### src/include/iop_consts.svh
// register offsets, field positions, reset values and timing counts for the io port block
`ifndef IOP_CONSTS_SVH
`define IOP_CONSTS_SVH
// ------------------------------------------------------------------
// register offsets
// ------------------------------------------------------------------
`define IOP_A_OUT 8'h00
`define IOP_A_DIR 8'h01
`define IOP_A_OD 8'h02
`define IOP_A_IN 8'h03
`define IOP_PU_GRP 8'h04
`define IOP_B_PU 8'h05
`define IOP_B_IN 8'h06
`define IOP_C_OUT 8'h07
`define IOP_C_DIR 8'h08
`define IOP_C_OD 8'h09
`define IOP_C_IN 8'h0A
`define IOP_AC_WIDE 8'h0B
`define IOP_E_OUT 8'h0C
`define IOP_E_DIR 8'h0D
`define IOP_E_OD 8'h0E
`define IOP_E_IN 8'h0F
`define IOP_SEG_OUT 8'h10
`define IOP_EDGE_SEL 8'h11
`define IOP_IRQ_ST 8'h12
`define IOP_IRQ_MASK 8'h13
`define IOP_BUZ_CTRL 8'h14
`define IOP_BIT_WR 8'h15
// ------------------------------------------------------------------
// field positions
// ------------------------------------------------------------------
`define IOP_PU_A 0
`define IOP_PU_C 1
`define IOP_PU_E 2
`define IOP_SEL_EXTA 4
`define IOP_SEL_EXTB 5
`define IOP_SEL_QUASI 6
`define IOP_ST_KEY 0
`define IOP_ST_EXTA 1
`define IOP_ST_EXTB 2
`define IOP_ST_QUASI 3
`define IOP_ST_BOTH 4
`define IOP_BUZ_EN 0
`define IOP_BW_PORT_HI 7
`define IOP_BW_PORT_LO 6
`define IOP_BW_IDX_HI 5
`define IOP_BW_IDX_LO 3
`define IOP_BW_VAL 0
// ------------------------------------------------------------------
// reset values and timing
// ------------------------------------------------------------------
`define IOP_RST_MASK 5'h00
`define IOP_RST_SEL 7'h00
`define IOP_CLK_HZ 100000000
`define IOP_WATCH_HZ 32768
`define IOP_WATCH_DIV ((`IOP_CLK_HZ + `IOP_WATCH_HZ / 2) / `IOP_WATCH_HZ)
`endif

### src/include/iop_pkg.sv
// types for the io port block
package iop_pkg;
  typedef struct packed {
    logic [3:0] a_out, a_dir, a_od;
    logic [3:0] c_out, c_dir, c_od;
    logic [2:0] e_out, e_dir, e_od;
    logic [2:0] pu_grp;
    logic [3:0] b_pu;
    logic [7:0] seg;
    logic [6:0] edge_sel;
    logic [4:0] status, mask;
    logic [2:0] buz_ctrl;
    logic [7:0] sync1, sync2, prev;
    logic [11:0] wdiv;
    logic [3:0] bcnt;
    logic [7:0] rdata;
    logic irq, buzzer_output;
    logic [3:0] a_o, a_oe, a_pu;
    logic [3:0] c_o, c_oe, c_pu;
    logic [2:0] e_o, e_oe, e_pu;
  } iop_state_t;
endpackage : iop_pkg

### src/logic/iop_ports.sv
// io ports with edge interrupts and buzzer output
//
// What this block does
// - nibble port A, bit or nibble access
// - per-pin direction on bidirectional ports
// - per-pin open-drain or push-pull drive
// - group pull-ups, forced off on outputs
// - input-only nibble port, readable, never driven
// - per-pin pull-ups on input-only port
// - port C like A, plus 8-bit access
// - three-pin port with same features
// - eight output pins shared with segments
// - key inputs interrupt on selected edge
// - two external inputs on selected edge
// - quasi input sets flag, no interrupt
// - fourth input interrupts on both edges
// - buzzer 2k to 16k from watch clock
//
// The plain strobed port and the address map are this design's own decisions.
`timescale 1ns/1ps
`include "iop_consts.svh"
module iop_ports #(
  parameter int WATCH_DIV = `IOP_WATCH_DIV
) (
  // clock and reset
  input wire logic MCLK,
  input wire logic RESET,
  // register port
  input wire logic [7:0] ADDR,
  input wire logic [7:0] WDATA,
  input wire logic WR,
  input wire logic RD,
  output logic [7:0] RDATA,
  // nibble port A
  input wire logic [3:0] NIBBLE_PORT_A_PINS_I,
  output logic [3:0] NIBBLE_PORT_A_PINS_O,
  output logic [3:0] NIBBLE_PORT_A_PINS_OE,
  output logic [3:0] NIBBLE_PORT_A_PINS_PU,
  // input-only port
  input wire logic [3:0] INPUT_ONLY_PORT_PINS_I,
  output logic [3:0] INPUT_ONLY_PORT_PINS_PU,
  // nibble port C
  input wire logic [3:0] NIBBLE_PORT_C_PINS_I,
  output logic [3:0] NIBBLE_PORT_C_PINS_O,
  output logic [3:0] NIBBLE_PORT_C_PINS_OE,
  output logic [3:0] NIBBLE_PORT_C_PINS_PU,
  // three-pin port
  input wire logic [2:0] THREE_PIN_PORT_PINS_I,
  output logic [2:0] THREE_PIN_PORT_PINS_O,
  output logic [2:0] THREE_PIN_PORT_PINS_OE,
  output logic [2:0] THREE_PIN_PORT_PINS_PU,
  // segment shared outputs, interrupt and buzzer
  output logic [7:0] SEGMENT_SHARED_OUTPUT_PINS,
  output logic IRQ,
  output logic BUZZER_OUTPUT
);
  import iop_pkg::*;

  // ------------------------------------------------------------------
  // parameter checks
  // ------------------------------------------------------------------
  if (WATCH_DIV < 2 || WATCH_DIV > 4095) begin : g_bad_div
    $error("WATCH_DIV must lie in 2..4095");
  end

  localparam logic [11:0] DIV_LAST = 12'(WATCH_DIV - 1);

  iop_state_t s_q;
  iop_state_t s_d;
  logic [7:0] rise;
  logic [7:0] fall;
  logic [4:0] ev;
  logic tick;
  logic [2:0] bidx;

  // ------------------------------------------------------------------
  // next state
  // ------------------------------------------------------------------
  always_comb begin
    s_d = s_q;
    // edge pins go to sync1 here, and raw into rdata on reads; sync1 is read by sync2 alone
    s_d.sync1 = {INPUT_ONLY_PORT_PINS_I, NIBBLE_PORT_A_PINS_I};
    s_d.sync2 = s_q.sync1;
    s_d.prev = s_q.sync2;
    rise = s_q.sync2 & ~s_q.prev;
    fall = ~s_q.sync2 & s_q.prev;
    bidx = WDATA[`IOP_BW_IDX_HI:`IOP_BW_IDX_LO];

    if (WR) begin
      case (ADDR)
        `IOP_A_OUT: s_d.a_out = WDATA[3:0];
        `IOP_A_DIR: s_d.a_dir = WDATA[3:0];
        `IOP_A_OD: s_d.a_od = WDATA[3:0];
        `IOP_PU_GRP: s_d.pu_grp = WDATA[2:0];
        `IOP_B_PU: s_d.b_pu = WDATA[3:0];
        `IOP_C_OUT: s_d.c_out = WDATA[3:0];
        `IOP_C_DIR: s_d.c_dir = WDATA[3:0];
        `IOP_C_OD: s_d.c_od = WDATA[3:0];
        `IOP_AC_WIDE: begin
          s_d.c_out = WDATA[7:4];
          s_d.a_out = WDATA[3:0];
        end
        `IOP_E_OUT: s_d.e_out = WDATA[2:0];
        `IOP_E_DIR: s_d.e_dir = WDATA[2:0];
        `IOP_E_OD: s_d.e_od = WDATA[2:0];
        `IOP_SEG_OUT: s_d.seg = WDATA;
        `IOP_EDGE_SEL: s_d.edge_sel = WDATA[6:0];
        `IOP_IRQ_MASK: s_d.mask = WDATA[4:0];
        `IOP_BUZ_CTRL: s_d.buz_ctrl = WDATA[2:0];
        `IOP_BIT_WR: begin
          // single-bit write; index above a port's width is ignored
          case (WDATA[`IOP_BW_PORT_HI:`IOP_BW_PORT_LO])
            2'h0: if (bidx < 3'h4) s_d.a_out[bidx[1:0]] = WDATA[`IOP_BW_VAL];
            2'h1: if (bidx < 3'h4) s_d.c_out[bidx[1:0]] = WDATA[`IOP_BW_VAL];
            2'h2: if (bidx < 3'h3) s_d.e_out[bidx[1:0]] = WDATA[`IOP_BW_VAL];
            default: s_d.seg[bidx] = WDATA[`IOP_BW_VAL];
          endcase
        end
        default: ;
      endcase
    end

    // ------------------------------------------------------------------
    // edge events
    // ------------------------------------------------------------------
    ev = 5'h00;
    ev[`IOP_ST_KEY] = |((rise[3:0] & s_q.edge_sel[3:0])
                        | (fall[3:0] & ~s_q.edge_sel[3:0]));
    ev[`IOP_ST_EXTA] = s_q.edge_sel[`IOP_SEL_EXTA] ? rise[4] : fall[4];
    ev[`IOP_ST_EXTB] = s_q.edge_sel[`IOP_SEL_EXTB] ? rise[5] : fall[5];
    ev[`IOP_ST_QUASI] = s_q.edge_sel[`IOP_SEL_QUASI] ? rise[6] : fall[6];
    ev[`IOP_ST_BOTH] = rise[7] | fall[7];
    // a new event wins over the clear-on-read
    s_d.status = ((RD && ADDR == `IOP_IRQ_ST) ? 5'h00 : s_q.status) | ev;
    // quasi flag is polled only, it never drives the line
    s_d.irq = |(s_d.status & s_d.mask & ~(5'h01 << `IOP_ST_QUASI));

    // ------------------------------------------------------------------
    // read data, one cycle after the strobe
    // ------------------------------------------------------------------
    s_d.rdata = 8'h00;
    if (RD) begin
      case (ADDR)
        `IOP_A_OUT: s_d.rdata = {4'h0, s_q.a_out};
        `IOP_A_DIR: s_d.rdata = {4'h0, s_q.a_dir};
        `IOP_A_OD: s_d.rdata = {4'h0, s_q.a_od};
        `IOP_A_IN: s_d.rdata = {4'h0, NIBBLE_PORT_A_PINS_I};
        `IOP_PU_GRP: s_d.rdata = {5'h00, s_q.pu_grp};
        `IOP_B_PU: s_d.rdata = {4'h0, s_q.b_pu};
        `IOP_B_IN: s_d.rdata = {4'h0, INPUT_ONLY_PORT_PINS_I};
        `IOP_C_OUT: s_d.rdata = {4'h0, s_q.c_out};
        `IOP_C_DIR: s_d.rdata = {4'h0, s_q.c_dir};
        `IOP_C_OD: s_d.rdata = {4'h0, s_q.c_od};
        `IOP_C_IN: s_d.rdata = {4'h0, NIBBLE_PORT_C_PINS_I};
        `IOP_AC_WIDE: s_d.rdata = {NIBBLE_PORT_C_PINS_I, NIBBLE_PORT_A_PINS_I};
        `IOP_E_OUT: s_d.rdata = {5'h00, s_q.e_out};
        `IOP_E_DIR: s_d.rdata = {5'h00, s_q.e_dir};
        `IOP_E_OD: s_d.rdata = {5'h00, s_q.e_od};
        `IOP_E_IN: s_d.rdata = {5'h00, THREE_PIN_PORT_PINS_I};
        `IOP_SEG_OUT: s_d.rdata = s_q.seg;
        `IOP_EDGE_SEL: s_d.rdata = {1'b0, s_q.edge_sel};
        `IOP_IRQ_ST: s_d.rdata = {3'h0, s_q.status};
        `IOP_IRQ_MASK: s_d.rdata = {3'h0, s_q.mask};
        `IOP_BUZ_CTRL: s_d.rdata = {5'h00, s_q.buz_ctrl};
        default: s_d.rdata = 8'h00;
      endcase
    end

    // ------------------------------------------------------------------
    // buzzer: watch tick divider, then binary stages
    // ------------------------------------------------------------------
    // 100 MHz does not divide evenly; the watch rate is off by under 0.01 %
    tick = (s_q.wdiv == DIV_LAST);
    s_d.wdiv = tick ? 12'h000 : s_q.wdiv + 12'h001;
    if (!s_q.buz_ctrl[`IOP_BUZ_EN]) begin
      s_d.bcnt = 4'h0;
    end else if (tick) begin
      s_d.bcnt = s_q.bcnt + 4'h1;
    end
    // stage k toggles at 32768/2^(k+1) hz: select 0 gives 2 khz, 3 gives 16 khz
    s_d.buzzer_output = s_d.bcnt[2'h3 - s_d.buz_ctrl[2:1]];

    // ------------------------------------------------------------------
    // pin drivers from the next register values
    // ------------------------------------------------------------------
    // open-drain pins release instead of driving high
    s_d.a_oe = s_d.a_dir & ~(s_d.a_od & s_d.a_out);
    s_d.a_o = s_d.a_out & ~s_d.a_od;
    s_d.a_pu = {4{s_d.pu_grp[`IOP_PU_A]}} & ~s_d.a_dir;
    s_d.c_oe = s_d.c_dir & ~(s_d.c_od & s_d.c_out);
    s_d.c_o = s_d.c_out & ~s_d.c_od;
    s_d.c_pu = {4{s_d.pu_grp[`IOP_PU_C]}} & ~s_d.c_dir;
    s_d.e_oe = s_d.e_dir & ~(s_d.e_od & s_d.e_out);
    s_d.e_o = s_d.e_out & ~s_d.e_od;
    s_d.e_pu = {3{s_d.pu_grp[`IOP_PU_E]}} & ~s_d.e_dir;
  end

  always_ff @(posedge MCLK or posedge RESET) begin
    if (RESET) begin
      s_q <= '0;
      s_q.edge_sel <= `IOP_RST_SEL;
      s_q.mask <= `IOP_RST_MASK;
    end else begin
      s_q <= s_d;
    end
  end

  assign RDATA = s_q.rdata;
  assign NIBBLE_PORT_A_PINS_O = s_q.a_o;
  assign NIBBLE_PORT_A_PINS_OE = s_q.a_oe;
  assign NIBBLE_PORT_A_PINS_PU = s_q.a_pu;
  assign INPUT_ONLY_PORT_PINS_PU = s_q.b_pu;
  assign NIBBLE_PORT_C_PINS_O = s_q.c_o;
  assign NIBBLE_PORT_C_PINS_OE = s_q.c_oe;
  assign NIBBLE_PORT_C_PINS_PU = s_q.c_pu;
  assign THREE_PIN_PORT_PINS_O = s_q.e_o;
  assign THREE_PIN_PORT_PINS_OE = s_q.e_oe;
  assign THREE_PIN_PORT_PINS_PU = s_q.e_pu;
  assign SEGMENT_SHARED_OUTPUT_PINS = s_q.seg;
  assign IRQ = s_q.irq;
  assign BUZZER_OUTPUT = s_q.buzzer_output;
endmodule : iop_ports

### config.mk
export PLATFORM = sky130hd
export DESIGN_NAME = iop_ports
export DESIGN_NICKNAME = d
export VERILOG_FILES = /design/src/include/iop_pkg.sv /design/src/logic/iop_ports.sv
export VERILOG_INCLUDE_DIRS = /design/src /design/src/include
export SDC_FILE = /design/constraint.sdc
export NUM_CORES = 1
export LEC_CHECK = 0
export BUFFER_PORTS_ARGS = -buffer_cell sky130_fd_sc_hd__clkbuf_2
export CAP_MARGIN = 20
export CORE_ASPECT_RATIO = 0.7
export CORE_UTILIZATION = 30
export DETAILED_ROUTE_END_ITERATION = 7
export PLACE_DENSITY = 0.5
export REMOVE_ABC_BUFFERS = 1
export SLEW_MARGIN = 20
export SYNTH_ARGS = -nofsm -noshare
export SYNTH_HDL_FRONTEND = slang
export SYNTH_SLANG_ARGS = --single-unit
### constraint.sdc
create_clock -name MCLK -period 6.2 [get_ports MCLK]
set_clock_uncertainty 0.05 [all_clocks]
set_input_delay 0 -clock MCLK [delete_from_list [all_inputs] [get_ports MCLK]]
set_output_delay 0 -clock MCLK [all_outputs]
set_load 0.03 [all_outputs]
==> out/qor.txt <==
CTS max path bufs -> 2
1st-pass router iterations -> 6
Clock Sinks -> 151
Slew @ Worst Pin -> 0.9905 ns
#FFs+latches synth -> 151
Die width -> 191.9 um
Synth warn -> 0
Layout fillers -> 2495
Mapped Cells -> 698
Static leakage -> 3.897 nW
Status -> completed
Crit-path cells -> clkbuf_2 -> nor2b_1 -> nand2_1 -> nor2_1 -> mux2_2 -> a21boi_2
# resized after CTS -> 0
Global-route usage over all layers -> 17.61%
Root buf cell -> clkbuf_16
Worst Min Path Start -> ADDR[5]
Worst EP required -> 6.51 ns
FP Rows -> 48
Max-Slew Margin vs Limit -> 33.83%
Worst-Skew Late Latency -> 0.43 ns
Max_cap viols -> 0
Multi-input logic area -> 3186 sq um
Pwr per Cell Area -> 262.5 nW/um^2
CP startpoint kind -> input pin
Core Box Area -> 24680 sq um
Total CTS buffers -> 17
Worst Setup SP -> ADDR[0]
Register Area -> 3779 sq um
CP max FO -> 32
CP delay by family, top -> simple AND/OR/NAND/NOR gates
Unrepaired setup endpoints after global routing -> false
Design area -> 8645 sq um
Initial core utilization -> 30.68%
Number of flops mapped to enable cells by yosys -> 0
Worst Hold Class -> in2reg
Fin util -> 35.02%
DRT antenna net count -> 0
Worst Path Class, Setup -> in2reg
CTS clk-pin slew, worst paths -> 0.06 ns
Mapped cell area -> 7572 sq um
Detailed placement HPWL -> 15690 um
Max Slew Vio Count -> 0
Syn avg cell area -> 10.85 sq um
Post-route minimum period -> 2.564 ns
Final period utilization -> 41.35%
Drt wl/cell -> 20.23 um
Drt initial violations -> 550
Via Count -> 5482
Final WL -> 21790 um
Worst R2R Start -> s_q[47]
Number of global-route vias before repair -> 5270
Ports -> 90
CP max-delay cell -> nor2b_1
DRC viols -> 0
H-tree depth -> 4
Largest net degree at the start of global routing -> 80
Max IR drop VDD -> 0.1841 mV
Initial antenna violation count -> 0
CP Data Arrival Time -> 2.88 ns
PortBufs -> 89
Placed Cells -> 1025
Placed Area -> 7886 sq um
TritonCTS clock tree -> done
Layout Area Growth over Synthesis -> 14.16%
First-pass GRT wire length -> 33310 um
Die H -> 134.9 um
Vias per inst -> 5.090
Non-Filler Instances -> 1077
CP peak stage delay -> 0.87 ns
Hold Violations, Final -> 0
Primary FF master, synth -> dfrtp_1
Share of post-route cells with drive strength above 1 -> 27.03%
Critical Path Sink Type -> register
Die ar. -> 25890 sq um
Fin Setup TNS -> 0 ns
Ys async rst share -> 100.0%
Netlist cell types -> 71
WP buf/inv -> 1
Nets -> 775
Setup Viol. Count Final -> 0
Remaining Overflow, GRT -> 0
Post-synthesis sequential area ratio -> 49.90%
FMAX -> 0.3901 GHz
RePlAce Congestion -> 0.8517
==> worst paths after layout <==
kind | slack [ns] | depth (start not counted) | end
hold reg to reg | 0.30 | 0 | s_d[61]
min in group asynchronous | 0.15 | 3 | s_q[57]
setup reg to reg | 4.04 | 6 | BUZZER_OUTPUT
setup / recovery | 3.64 | 6 | NIBBLE_PORT_C_PINS_OE[0]
hold / removal | 0.1 | 5 | RDATA[7]
max in group asynchronous | 4.83 | 5 | s_q[130]
==> report_power, final <==
part           internal (mW)  total, mW  switching, mW  leakage [nW]
registers               1.03       1.06         0.0324          1.98
clock network          0.543      0.961          0.418         0.259
logic                 0.0821      0.247          0.165          1.66
==> metal layers <==
metal | track usage [%] | wire [um] | vias up
met5 | 0 | 0 | -
met4 | 4.233 | 151 | 0
met3 | 3.950 | 1636 | 11
met2 | 24.03 | 9049 | 205
met1 | 27.48 | 10950 | 2714
li1 | - | - | 2552
==> tightest hold or removal path: stages <==
cell	delay (ns)
clkbuf_2	0.13
nor4b_2	0.06
buf_4	0.17
nand4_1	0.10
a21oi_1	0.08
==> cell usage in the layout, fill, tap and decap left out, types with 9 or more instances in the layout <==
cell	instances
dfrtp_1	151
inv_1	11
mux2_2	48
clkbuf_2	89
mux2i_1	20
o21ai_0	15
clkbuf_16	17
nor2_1	49
a22oi_1	9
nand2_1	44
nor2b_1	22
nand3_1	22
a31oi_1	10
a21oi_1	32
dlygate4sd3_1	18
nand4_1	13
==> logic make-up (layout without fill, tap and decap cells) <==
family / Yosys count / in the layout / share of synthesized area (%)
xor gates and xnor gates: 9 / 9 / 1.041
other: 0 / 1 / 0
DFF: 151 / 151 / 49.90
adders and majority gates: 2 / 2 / 0.3304
and+or+nand+nor: 213 / 213 / 15.85
AOI/OAI and AO/OA: 147 / 147 / 13.75
muxes: 74 / 74 / 11.07
buffers and inverters: 102 / 155 / 8.064
==> sequential cells by signal, summed over array words and instances (netlist names), named ones only <==
| signal | count |
|---|---|
| s_q | 79 |
| s_d | 16 |
| RDATA | 8 |
| INPUT_ONLY_PORT_PINS_PU | 4 |
| NIBBLE_PORT_A_PINS_OE | 4 |
| NIBBLE_PORT_A_PINS_O | 4 |
| NIBBLE_PORT_A_PINS_PU | 4 |
| NIBBLE_PORT_C_PINS_OE | 4 |
| NIBBLE_PORT_C_PINS_O | 4 |
| NIBBLE_PORT_C_PINS_PU | 4 |
| THREE_PIN_PORT_PINS_OE | 3 |
| THREE_PIN_PORT_PINS_O | 3 |
| THREE_PIN_PORT_PINS_PU | 3 |
| BUZZER_OUTPUT | 1 |
| IRQ | 1 |
==> Yosys cell counts, types with 3 or more instances <==
cell,count,area [sq um]
nand3_1,22,110.1
a31o_1,3,26.28
o31ai_1,5,37.54
nand4_1,13,81.33
and3_1,5,31.28
xnor2_1,4,35.03
clkbuf_1,22,82.58
o21a_1,4,30.03
inv_1,12,45.04
mux2i_1,20,200.2
o211ai_1,3,22.52
a32oi_1,5,43.79
mux2_4,5,75.07
a221oi_1,3,26.28
and4_1,3,26.28
a21oi_1,32,160.2
a21boi_2,4,45.04
mux2_2,48,540.5
and2_1,6,37.54
o22ai_1,8,50.05
o2bb2ai_1,3,26.28
a211oi_1,7,52.55
a21o_1,3,22.52
nand2_1,44,165.2
buf_4,58,435.4
o21ai_1,3,15.01
buf_2,8,40.04
xor2_1,5,43.79
a22o_1,8,70.07
a221o_1,4,40.04
nor3_1,6,30.03
dfrtp_1,151,3779
nor4_1,3,18.77
a22oi_1,9,67.56
or2_2,3,18.77
a31oi_1,10,62.56
nand2b_1,8,50.05
nor3b_1,3,22.52
nor2_1,50,187.7
a21boi_1,4,30.03
o21ai_0,15,75.07
nor2b_1,22,137.6
nand3b_1,5,37.54
==> layout make-up <==
| type | instances | share of cell area [%] |
|---|---|---|
| antenna | 1 | 0.02895 |
| multi-input combinational | 445 | 36.85 |
| timing repair buffer | 111 | 7.816 |
| clock buffer | 22 | 5.486 |
| sequential | 151 | 43.71 |
| tap | 325 | 4.704 |
| clock inverter | 10 | 0.8250 |
| inverter | 12 | 0.5790 |
==> what timing repair did <==
action | in CTS | in global routing
endpoints found under the hold margin | 93 | 0
hold buffers | 18 | 0
endpoints found under the setup margin | 0 | 0
setup buffers | 0 | 0
==> through the flow <==
| stage | total power, mW | hold WS, ns | setup WS (ns) |
|---|---|---|---|
| after global placement | 1.316 | 0.08876 | 3.228 |
| after CTS | 2.290 | 0.08771 | 3.617 |
| after floorplan | 1.204 | -0.01857 | 2.085 |
| after global routing | 2.363 | 0.1384 | 3.427 |
| after detailed placement | 1.316 | 0.08671 | 3.169 |
| final | 2.269 | 0.09731 | 3.636 |
No activity file was read; power rests on OpenSTA's default activity.
